File: src/lma_pkg.sv
// Shared constants, command codes and types of the memory addressing block.
package lma_pkg;

  // ************************************************************
  // Geometry and reset values
  // ************************************************************
  localparam int unsigned LMA_ROWS      = 32;
  localparam int unsigned LMA_COLS      = 80;
  localparam int unsigned LMA_PAGES     = 4;
  localparam int unsigned LMA_OWN_LINES = 16;
  localparam int unsigned LMA_DUTY_SHORT = 16;
  localparam logic [6:0]  LMA_COL_LAST  = 7'h4f;
  localparam logic [1:0]  LMA_PAGE_RST  = 2'h3;
  localparam logic [6:0]  LMA_COL_RST   = 7'h00;
  localparam logic [4:0]  LMA_START_RST = 5'h00;
  localparam logic        LMA_DUTY_RST  = 1'b1;

  // ************************************************************
  // Command codes: a byte hits when (byte & mask) == value
  // ************************************************************
  localparam logic [7:0] LMA_START_MASK = 8'he0;
  localparam logic [7:0] LMA_START_VAL  = 8'hc0;
  localparam logic [7:0] LMA_PAGE_MASK  = 8'hfc;
  localparam logic [7:0] LMA_PAGE_VAL   = 8'hb8;
  localparam logic [7:0] LMA_COL_MASK   = 8'h80;
  localparam logic [7:0] LMA_COL_VAL    = 8'h00;
  localparam logic [7:0] LMA_DUTY_MASK  = 8'hfe;
  localparam logic [7:0] LMA_DUTY_VAL   = 8'ha8;

  // Field positions inside a command byte; the busy bit sits in the status byte.
  localparam int unsigned LMA_START_LSB = 0;
  localparam int unsigned LMA_PAGE_LSB  = 0;
  localparam int unsigned LMA_COL_LSB   = 0;
  localparam int unsigned LMA_DUTY_BIT  = 0;
  localparam int unsigned LMA_BUSY_BIT  = 7;

  // ************************************************************
  // Timing
  // ************************************************************
  localparam int unsigned LMA_CLK_NS       = 100;
  localparam int unsigned LMA_LINE_TIME_NS = 100000;
  localparam int unsigned LMA_LINE_CYC     = (LMA_LINE_TIME_NS + LMA_CLK_NS - 1) / LMA_CLK_NS;

  // ************************************************************
  // Types
  // ************************************************************
  typedef enum logic [2:0] {
    LMA_BUS_IDLE = 3'b001,
    LMA_BUS_WR   = 3'b010,
    LMA_BUS_RD   = 3'b100
  } lma_bus_e;

  typedef struct packed {
    logic [1:0] page;
    logic [6:0] col;
    logic [7:0] data;
  } lma_wr_s;

  // Decodes one command byte against a mask and a value.
  function automatic logic lma_cmd_hit(input logic [7:0] b, input logic [7:0] m,
                                       input logic [7:0] v);
    lma_cmd_hit = ((b & m) == v);
  endfunction

endpackage

File: src/lma_buf2.sv
// Small valid/ready buffer that holds pending display memory writes.
`timescale 1ns/1ns
`default_nettype none
module lma_buf2
#(
  parameter int unsigned WIDTH = 17,
  parameter int unsigned DEPTH = 2
)
(
  // Clock and reset
  input  wire logic             ref_clk_i,
  input  wire logic             rst_n_i,
  // Filling side
  input  wire logic             in_valid_i,
  output logic                  in_ready_o,
  input  wire logic [WIDTH-1:0] in_data_i,
  // Draining side
  output logic                  out_valid_o,
  input  wire logic             out_ready_i,
  output logic [WIDTH-1:0]      out_data_o
);

  localparam int unsigned AW = (DEPTH > 1) ? $clog2(DEPTH) : 1;
  localparam logic [AW:0] FULL_CNT = (AW+1)'(DEPTH);
  localparam logic [AW-1:0] LAST_IX = AW'(DEPTH - 1);

  logic [WIDTH-1:0] slot_q [DEPTH];
  logic [AW-1:0]    wr_ix_q;
  logic [AW-1:0]    rd_ix_q;
  logic [AW:0]      cnt_q;
  logic             push;
  logic             pop;

  // Handshake terms; full and empty come straight from the count.
  assign in_ready_o  = (cnt_q != FULL_CNT);
  assign out_valid_o = (cnt_q != '0);
  assign out_data_o  = slot_q[rd_ix_q];
  assign push        = in_valid_i & in_ready_o;
  assign pop         = out_valid_o & out_ready_i;

  // Entry storage, written at the fill index.
  always_ff @(posedge ref_clk_i)
  begin
    if (push)
    begin
      slot_q[wr_ix_q] <= in_data_i;
    end
  end

  // Indices and occupancy.
  always_ff @(posedge ref_clk_i or negedge rst_n_i)
  begin
    if (!rst_n_i)
    begin
      wr_ix_q <= '0;
      rd_ix_q <= '0;
      cnt_q   <= '0;
    end
    else
    begin
      if (push)
      begin
        wr_ix_q <= (wr_ix_q == LAST_IX) ? '0 : wr_ix_q + 1'b1;
      end
      if (pop)
      begin
        rd_ix_q <= (rd_ix_q == LAST_IX) ? '0 : rd_ix_q + 1'b1;
      end
      if (push && !pop)
      begin
        cnt_q <= cnt_q + 1'b1;
      end
      else if (pop && !push)
      begin
        cnt_q <= cnt_q - 1'b1;
      end
    end
  end

endmodule
`default_nettype wire

File: src/lma_row_map.sv
// Maps a scan line number to a memory row and flags lines driven on chip.
`timescale 1ns/1ns
`default_nettype none
module lma_row_map
(
  // Scan position
  input  wire logic [4:0] start_row_bits_i,
  input  wire logic [4:0] line_i,
  // Result
  output logic [4:0]      row_o,
  output logic            on_chip_o
);

  import lma_pkg::*;

  // The five-bit sum wraps past row 31 back to row 0.
  assign row_o     = start_row_bits_i + line_i;
  // Only the first lines have their own output pins.
  assign on_chip_o = (32'(line_i) < LMA_OWN_LINES);

endmodule
`default_nettype wire

File: src/lma_top.sv
// Command decoding, address pointers, display memory and line scan.
`timescale 1ns/1ns
`default_nettype none
module lma_top
#(
  parameter int unsigned LINE_CYC  = lma_pkg::LMA_LINE_CYC,
  parameter int unsigned BUF_DEPTH = 2
)
(
  // Clock and reset
  input  wire logic        ref_clk_i,
  input  wire logic        rst_n_i,
  // Host parallel bus, 80-type strobes
  input  wire logic        cd_i,
  input  wire logic        rd_n_i,
  input  wire logic        wr_n_i,
  input  wire logic [7:0]  db_i,
  output logic [7:0]       db_o,
  output logic             db_oe_o,
  output logic             wr_ready_o,
  // Display drive
  output logic [15:0]      first_row_driver_line_o,
  output logic [79:0]      seg_o,
  output logic             duty_long_o
);

  import lma_pkg::*;

  // ************************************************************
  // Declarations
  // ************************************************************
  localparam int unsigned DW = $bits(lma_wr_s);
  localparam logic [15:0] LINE_ONE = 16'h0001;

  lma_bus_e    bus_q;
  logic [7:0]  cmd_q;
  logic        cd_q;
  logic [4:0]  start_q;
  logic [1:0]  page_q;
  logic [6:0]  col_q;
  logic        duty_q;
  logic [7:0]  db_q;
  logic        db_oe_q;
  logic        wr_ready_q;
  logic [7:0]  mem_q [LMA_PAGES][LMA_COLS];
  logic        wr_end;
  logic        cmd_exec;
  logic        dat_exec;
  logic        rd_end;
  logic        col_step;
  lma_wr_s     buf_in;
  lma_wr_s     buf_out;
  logic        buf_in_ready;
  logic        buf_out_valid;
  logic        buf_out_ready;
  logic        drain;
  logic [15:0] div_q;
  logic        tick;
  logic [4:0]  line_q;
  logic [4:0]  scan_row;
  logic        scan_on_chip;
  logic [79:0] row_bits;
  logic [15:0] com_q;
  logic [79:0] seg_q;

  // ************************************************************
  // Host bus phases
  // ************************************************************

  // A write ends when its strobe returns high; a read likewise.
  assign wr_end   = (bus_q == LMA_BUS_WR) && wr_n_i;
  assign rd_end   = (bus_q == LMA_BUS_RD) && rd_n_i;
  assign cmd_exec = wr_end && !cd_q;
  assign dat_exec = wr_end && cd_q && buf_in_ready;
  assign col_step = dat_exec || (rd_end && cd_q);

  // Tracks the host strobe phase and holds the last byte seen.
  always_ff @(posedge ref_clk_i or negedge rst_n_i)
  begin
    if (!rst_n_i)
    begin
      bus_q <= LMA_BUS_IDLE;
      cmd_q <= 8'h00;
      cd_q  <= 1'b0;
    end
    else
    begin
      unique case (bus_q)
        LMA_BUS_IDLE:
        begin
          cd_q <= cd_i;
          if (!wr_n_i && rd_n_i)
          begin
            bus_q <= LMA_BUS_WR;
            cmd_q <= db_i;
          end
          else if (!rd_n_i && wr_n_i)
          begin
            bus_q <= LMA_BUS_RD;
          end
        end
        LMA_BUS_WR:
        begin
          if (wr_n_i)
          begin
            bus_q <= LMA_BUS_IDLE;
          end
          else
          begin
            cmd_q <= db_i;
          end
        end
        LMA_BUS_RD:
        begin
          if (rd_n_i)
          begin
            bus_q <= LMA_BUS_IDLE;
          end
        end
        default:
        begin
          bus_q <= LMA_BUS_IDLE;
        end
      endcase
    end
  end

  // ************************************************************
  // Address pointers and duty
  // ************************************************************

  // Commands load pointers; data accesses advance the column.
  always_ff @(posedge ref_clk_i or negedge rst_n_i)
  begin
    if (!rst_n_i)
    begin
      start_q <= LMA_START_RST;
      page_q  <= LMA_PAGE_RST;
      col_q   <= LMA_COL_RST;
      duty_q  <= LMA_DUTY_RST;
    end
    else if (cmd_exec)
    begin
      if (lma_cmd_hit(cmd_q, LMA_START_MASK, LMA_START_VAL))
      begin
        start_q <= cmd_q[LMA_START_LSB +: 5];
      end
      if (lma_cmd_hit(cmd_q, LMA_PAGE_MASK, LMA_PAGE_VAL))
      begin
        page_q <= cmd_q[LMA_PAGE_LSB +: 2];
      end
      if (lma_cmd_hit(cmd_q, LMA_COL_MASK, LMA_COL_VAL))
      begin
        col_q <= cmd_q[LMA_COL_LSB +: 7];
      end
      if (lma_cmd_hit(cmd_q, LMA_DUTY_MASK, LMA_DUTY_VAL))
      begin
        duty_q <= cmd_q[LMA_DUTY_BIT];
      end
    end
    else if (col_step)
    begin
      col_q <= (col_q == LMA_COL_LAST) ? 7'h00 : col_q + 7'h01;
    end
  end

  // ************************************************************
  // Write buffer and display memory
  // ************************************************************

  // Each write carries its own page and column, so later commands are safe.
  assign buf_in.page = page_q;
  assign buf_in.col  = col_q;
  assign buf_in.data = cmd_q;

  // The scan fetch owns the memory on a tick, so draining stalls then.
  assign buf_out_ready = !tick;
  assign drain         = buf_out_valid && buf_out_ready;

  lma_buf2
  #(
    .WIDTH (DW),
    .DEPTH (BUF_DEPTH)
  )
  u_buf
  (
    .ref_clk_i   (ref_clk_i),
    .rst_n_i     (rst_n_i),
    .in_valid_i  (wr_end && cd_q),
    .in_ready_o  (buf_in_ready),
    .in_data_i   (buf_in),
    .out_valid_o (buf_out_valid),
    .out_ready_i (buf_out_ready),
    .out_data_o  (buf_out)
  );

  // Four pages of column bytes; columns past the last are not stored.
  always_ff @(posedge ref_clk_i)
  begin
    if (drain && (buf_out.col <= LMA_COL_LAST))
    begin
      mem_q[buf_out.page][buf_out.col] <= buf_out.data;
    end
  end

  // Read data goes out while the read strobe is low; status shows busy.
  always_ff @(posedge ref_clk_i or negedge rst_n_i)
  begin
    if (!rst_n_i)
    begin
      db_q       <= 8'h00;
      db_oe_q    <= 1'b0;
      wr_ready_q <= 1'b0;
    end
    else
    begin
      wr_ready_q <= buf_in_ready;
      if ((bus_q == LMA_BUS_IDLE) && !rd_n_i && wr_n_i)
      begin
        db_oe_q <= 1'b1;
        if (!cd_i)
        begin
          db_q <= 8'(buf_out_valid) << LMA_BUSY_BIT;
        end
        else if (col_q <= LMA_COL_LAST)
        begin
          db_q <= mem_q[page_q][col_q];
        end
        else
        begin
          db_q <= 8'h00;
        end
      end
      else if (rd_n_i)
      begin
        db_oe_q <= 1'b0;
      end
    end
  end

  // ************************************************************
  // Line scan
  // ************************************************************

  lma_row_map u_map
  (
    .start_row_bits_i (start_q),
    .line_i           (line_q),
    .row_o            (scan_row),
    .on_chip_o        (scan_on_chip)
  );

  // Gathers the row bit of every column: page from the top row bits.
  for (genvar c = 0; c < LMA_COLS; c++)
  begin : g_col
    assign row_bits[c] = mem_q[scan_row[4:3]][c][scan_row[2:0]];
  end

  // Line rate divider.
  assign tick = (32'(div_q) == LINE_CYC - 1);

  always_ff @(posedge ref_clk_i or negedge rst_n_i)
  begin
    if (!rst_n_i)
    begin
      div_q <= 16'h0000;
    end
    else
    begin
      div_q <= tick ? 16'h0000 : div_q + 16'h0001;
    end
  end

  // Steps the line through the block length chosen by duty.
  always_ff @(posedge ref_clk_i or negedge rst_n_i)
  begin
    if (!rst_n_i)
    begin
      line_q <= 5'h00;
      com_q  <= 16'h0000;
      seg_q  <= 80'h0;
    end
    else if (tick)
    begin
      com_q  <= scan_on_chip ? (LINE_ONE << line_q[3:0]) : 16'h0000;
      seg_q  <= row_bits;
      if (!duty_q && (32'(line_q) == LMA_DUTY_SHORT - 1))
      begin
        line_q <= 5'h00;
      end
      else
      begin
        line_q <= line_q + 5'h01;
      end
    end
  end

  // Outputs straight from flip-flops.
  assign db_o                    = db_q;
  assign db_oe_o                 = db_oe_q;
  assign wr_ready_o              = wr_ready_q;
  assign first_row_driver_line_o = com_q;
  assign seg_o                   = seg_q;
  assign duty_long_o             = duty_q;
endmodule
`default_nettype wire

File: config.mk
export PLATFORM = sky130hd
export DESIGN_NAME = lma_top
export DESIGN_NICKNAME = d
export VERILOG_FILES = /design/src/lma_pkg.sv /design/src/lma_buf2.sv /design/src/lma_row_map.sv /design/src/lma_top.sv
export SDC_FILE = /design/constraint.sdc
export NUM_CORES = 2
export LEC_CHECK = 0
export ABC_AREA = 0
export BUFFER_PORTS_ARGS = -buffer_cell sky130_fd_sc_hd__buf_2
export CORE_ASPECT_RATIO = 0.6
export CORE_MARGIN = 3
export CORE_UTILIZATION = 45
export CTS_BUF_LIST = sky130_fd_sc_hd__clkbuf_8
export DETAILED_ROUTE_END_ITERATION = 16
export PLACE_DENSITY = 0.59
export SETUP_SLACK_MARGIN = 0.3
export SLEW_MARGIN = 25
export SYNTH_ARGS = -nofsm -noshare
export SYNTH_HDL_FRONTEND = slang
export SYNTH_HIERARCHICAL = 1
export SYNTH_SLANG_ARGS = --single-unit
File: constraint.sdc
create_clock -name ref_clk_i -period 5.61 [get_ports ref_clk_i]
set_clock_uncertainty 0.1 [all_clocks]
set_input_delay 0.2805 -clock ref_clk_i [delete_from_list [all_inputs] [get_ports ref_clk_i]]
set_output_delay 0.2805 -clock ref_clk_i [all_outputs]
set_load 0.1 [all_outputs]
==> results_dict.tcl <==
set metrics [dict create \
    fin_crit_ns 5.32 \
    endpoint "db_o[5]" \
    cp-start-kind "register" \
    track_usage_pct 28.3 \
    reg2reg_depth 8 \
    syn-cell-area_um2 126000 \
    wire_per_inst_um 37.9 \
    gp_congestion 0.891 \
    clkSinkCount 2752 \
    synthDistinctLibCells 78 \
    htree_levels 5 \
    io_pins 120 \
    rows 150 \
    seqCellArea_um2 81900 \
    synthCells 6301 \
    initial_core_util_pct 45.3 \
    clk_pin_slew_ns 0.07 \
    layout_common_cells "2594 x edfxtp_1, 1428 x mux4_2, 464 x clkbuf_8, 371 x nor2_1, 251 x buf_4" \
    holdWs_ns 0.143 \
    hp-class "in2reg" \
    cts_root_buf "clkbuf_8" \
    layout_commonest_cell "edfxtp_1" \
    pre_cts_slack_ns 0.220 \
    cts.path.max_buffers 4 \
    peakVddDrop_v 0.000233 \
    dr.pass1.iters 6 \
    ys_seq_elements 2752 \
    fin_nets 6729 \
    r2r_slack_ns 0.29 \
    tns_ns 0 \
    die_h_um 417 \
    synthesis.nets 6329 \
    power_mw 51.4 \
    hold_violations 0 \
    fin_ws_ns 0.286 \
    antenna_found_initial 31 \
    path_class "reg2reg" \
    tightest_slew_ns 1.22 \
    grt_max_degree 165 \
    layout-drive-gt1-share_pct 35.3 \
    ant_nets 0 \
    end_kind "register" \
    tritoncts "done" \
    route.detailed.drc 0 \
    clock_latency_ns 1.07 \
    startpoint "page_q[0]" \
    synth_warnings 6 \
    dr.first_iter.drc_count 10385 \
    dieWidth_um 690 \
    synth_top_area_share_pct 61.6 \
    setup_violations 0 \
    rsz0062_at_grt "no" \
    drt-total-wl_um 408000 \
    io_buffers 119 \
    reg2reg_to "db_o[5]" \
    max_freq_mhz 188 \
    avgSynthCellArea_um2 20.1 \
    die-area_um2 288000 \
    cp.arrival_ns 6.14 \
    grt_pass1_vias 71454 \
    placed_cell_area_um2 133000 \
    required_ns 6.42 \
    fillers 22357 \
    maxSlewHeadroom_pct 18.4 \
    cap_violations 0 \
    outcome "finished, final reports clean" \
    final_area_um2 141000 \
    gr-total-overflow 0 \
    numCtsBuffers 411 \
    hpwlAfterDp_um 263000 \
    area_growth_syn_to_layout_pct 11.7 \
    p_per_area_nw_per_um2 364 \
    synthTopCellsByArea "edfxtp_1 62%, mux4_2 25%, dfrtp_1 3.0%" \
    synth_top_area_cell "edfxtp_1" \
    vias_per_cell 6.73 \
    synth_enable_flop_cells 2594 \
    p_leak_nw 42.8 \
    postCtsResizedCells 0 \
    ys_seq_area_share_pct 64.7 \
    synthFlopType "edfxtp_1" \
    timing.final.crit_share_pct 94.9 \
    cp_max_fo 20 \
    worstReg2RegStart "page_q[0]" \
    vias 72438 \
    core_area_um2 279000 \
    final_max_slew_viol_count 0 \
    synth_async_sr_flop_share_pct 5.74 \
    multiInputGateArea_um2 42500 \
    grt_pass1_wl_um 571000 \
]
registers in the layout, summed over array words and instances (netlist names):
signal / count
mem_q: 2560
seg_o: 80
u_buf/slot_q: 34
div_q: 16
first_row_driver_line_o: 16
cmd_q: 8
db_o: 8
col_q: 7
line_q: 5
start_q: 5
bus_q: 3
page_q: 2
u_buf/cnt_q: 2
cd_q: 1
db_oe_o: 1
duty_long_o: 1
u_buf/rd_ix_q: 1
u_buf/wr_ix_q: 1
wr_ready_o: 1
cells by family after synthesis:
logic type	Yosys count	share of synthesized area, %
compound gates	501	2.61
simple gates	797	2.70
xor+xnor	23	0.159
mux	1711	27.8
fa+ha+maj	15	0.154
buf+inv	502	1.88
flops	2752	64.7
Yosys cell counts (12+ instances only):
library cell	count
o22ai_1	30
clkbuf_1	241
a221oi_1	24
nor3_1	24
nor2_1	379
xnor2_1	12
buf_1	70
a22oi_1	108
nand2_1	231
nand4_1	22
buf_6	31
a22o_1	20
ha_1	14
a31oi_1	13
mux4_2	1428
dfrtp_1	154
mux2i_1	240
edfxtp_1	2594
mux2_2	34
buf_4	26
o21ai_0	157
inv_1	19
a21oi_1	54
nand3_1	53
o211ai_1	16
buf_2	112
nor2b_1	16
layer usage:
metal / wire length (um) / vias to the layer above / track usage (%) / part of all wire (%)
met5: 157 / - / 0 / 0.038
met4: 10400 / 18 / 6.86 / 2.5
met3: 52700 / 649 / 8.91 / 13
li1: - / 27900 / - / -
met1: 172000 / 39120 / 43.3 / 42
met2: 174000 / 4751 / 39.4 / 42
layout make-up:
class | count | area share [%]
antenna | 14 | 0.0248
clock buffer | 464 | 4.52
clock inverter | 276 | 1.07
inverter | 21 | 0.0647
multi-input combinational | 3047 | 30.1
sequential | 2752 | 58.0
tap | 3724 | 3.30
timing repair buffer | 468 | 2.94
worst min-delay path by stage:
stage	start	endpoint	slack, ns	cells after the start
3_5_place_dp	rst_n_i	div_q[2]	0.25	1
6_report	rd_n_i	bus_q[2]	0.14	5
2_1_floorplan	rst_n_i	bus_q[1]	-0.12	0
4_1_cts	rd_n_i	bus_q[2]	0.04	5
5_1_grt	rd_n_i	bus_q[2]	0.09	5
3_3_place_gp	rst_n_i	div_q[0]	0.25	1
metrics by stage:
step                instances  utilization (%)
floorplan                6301                -
global placement         9978             47.6
detailed placement       9978             47.6
CTS                     10750             50.6
global route            10753             50.6
finish                  10766             50.6
where the power goes:
| part | leakage (nW) | switching (mW) | internal (mW) |
|---|---|---|---|
| Sequential | 25.5 | 0.362 | 24.0 |
| Clock | 4.61 | 8.16 | 8.19 |
| Combinational | 12.7 | 7.60 | 3.14 |
worst max-delay path, stage by stage (launching register included):
cell,delay [ns]
dfstp_4,1.13
buf_4,0.51
buf_4,0.41
mux4_2,0.64
a22oi_1,0.57
a211oi_1,0.26
a21oi_1,0.56
nand3_1,0.57
a31o_1,0.40
what timing repair did:
action | 4_1_cts | 5_1_grt
buffers inserted | 1 | 0
endpoints found under the setup margin | 1 | 0
hold buffers | 31 | 0
hold endpoints to repair | 182 | 0
No activity file was read; power rests on OpenSTA's default activity.
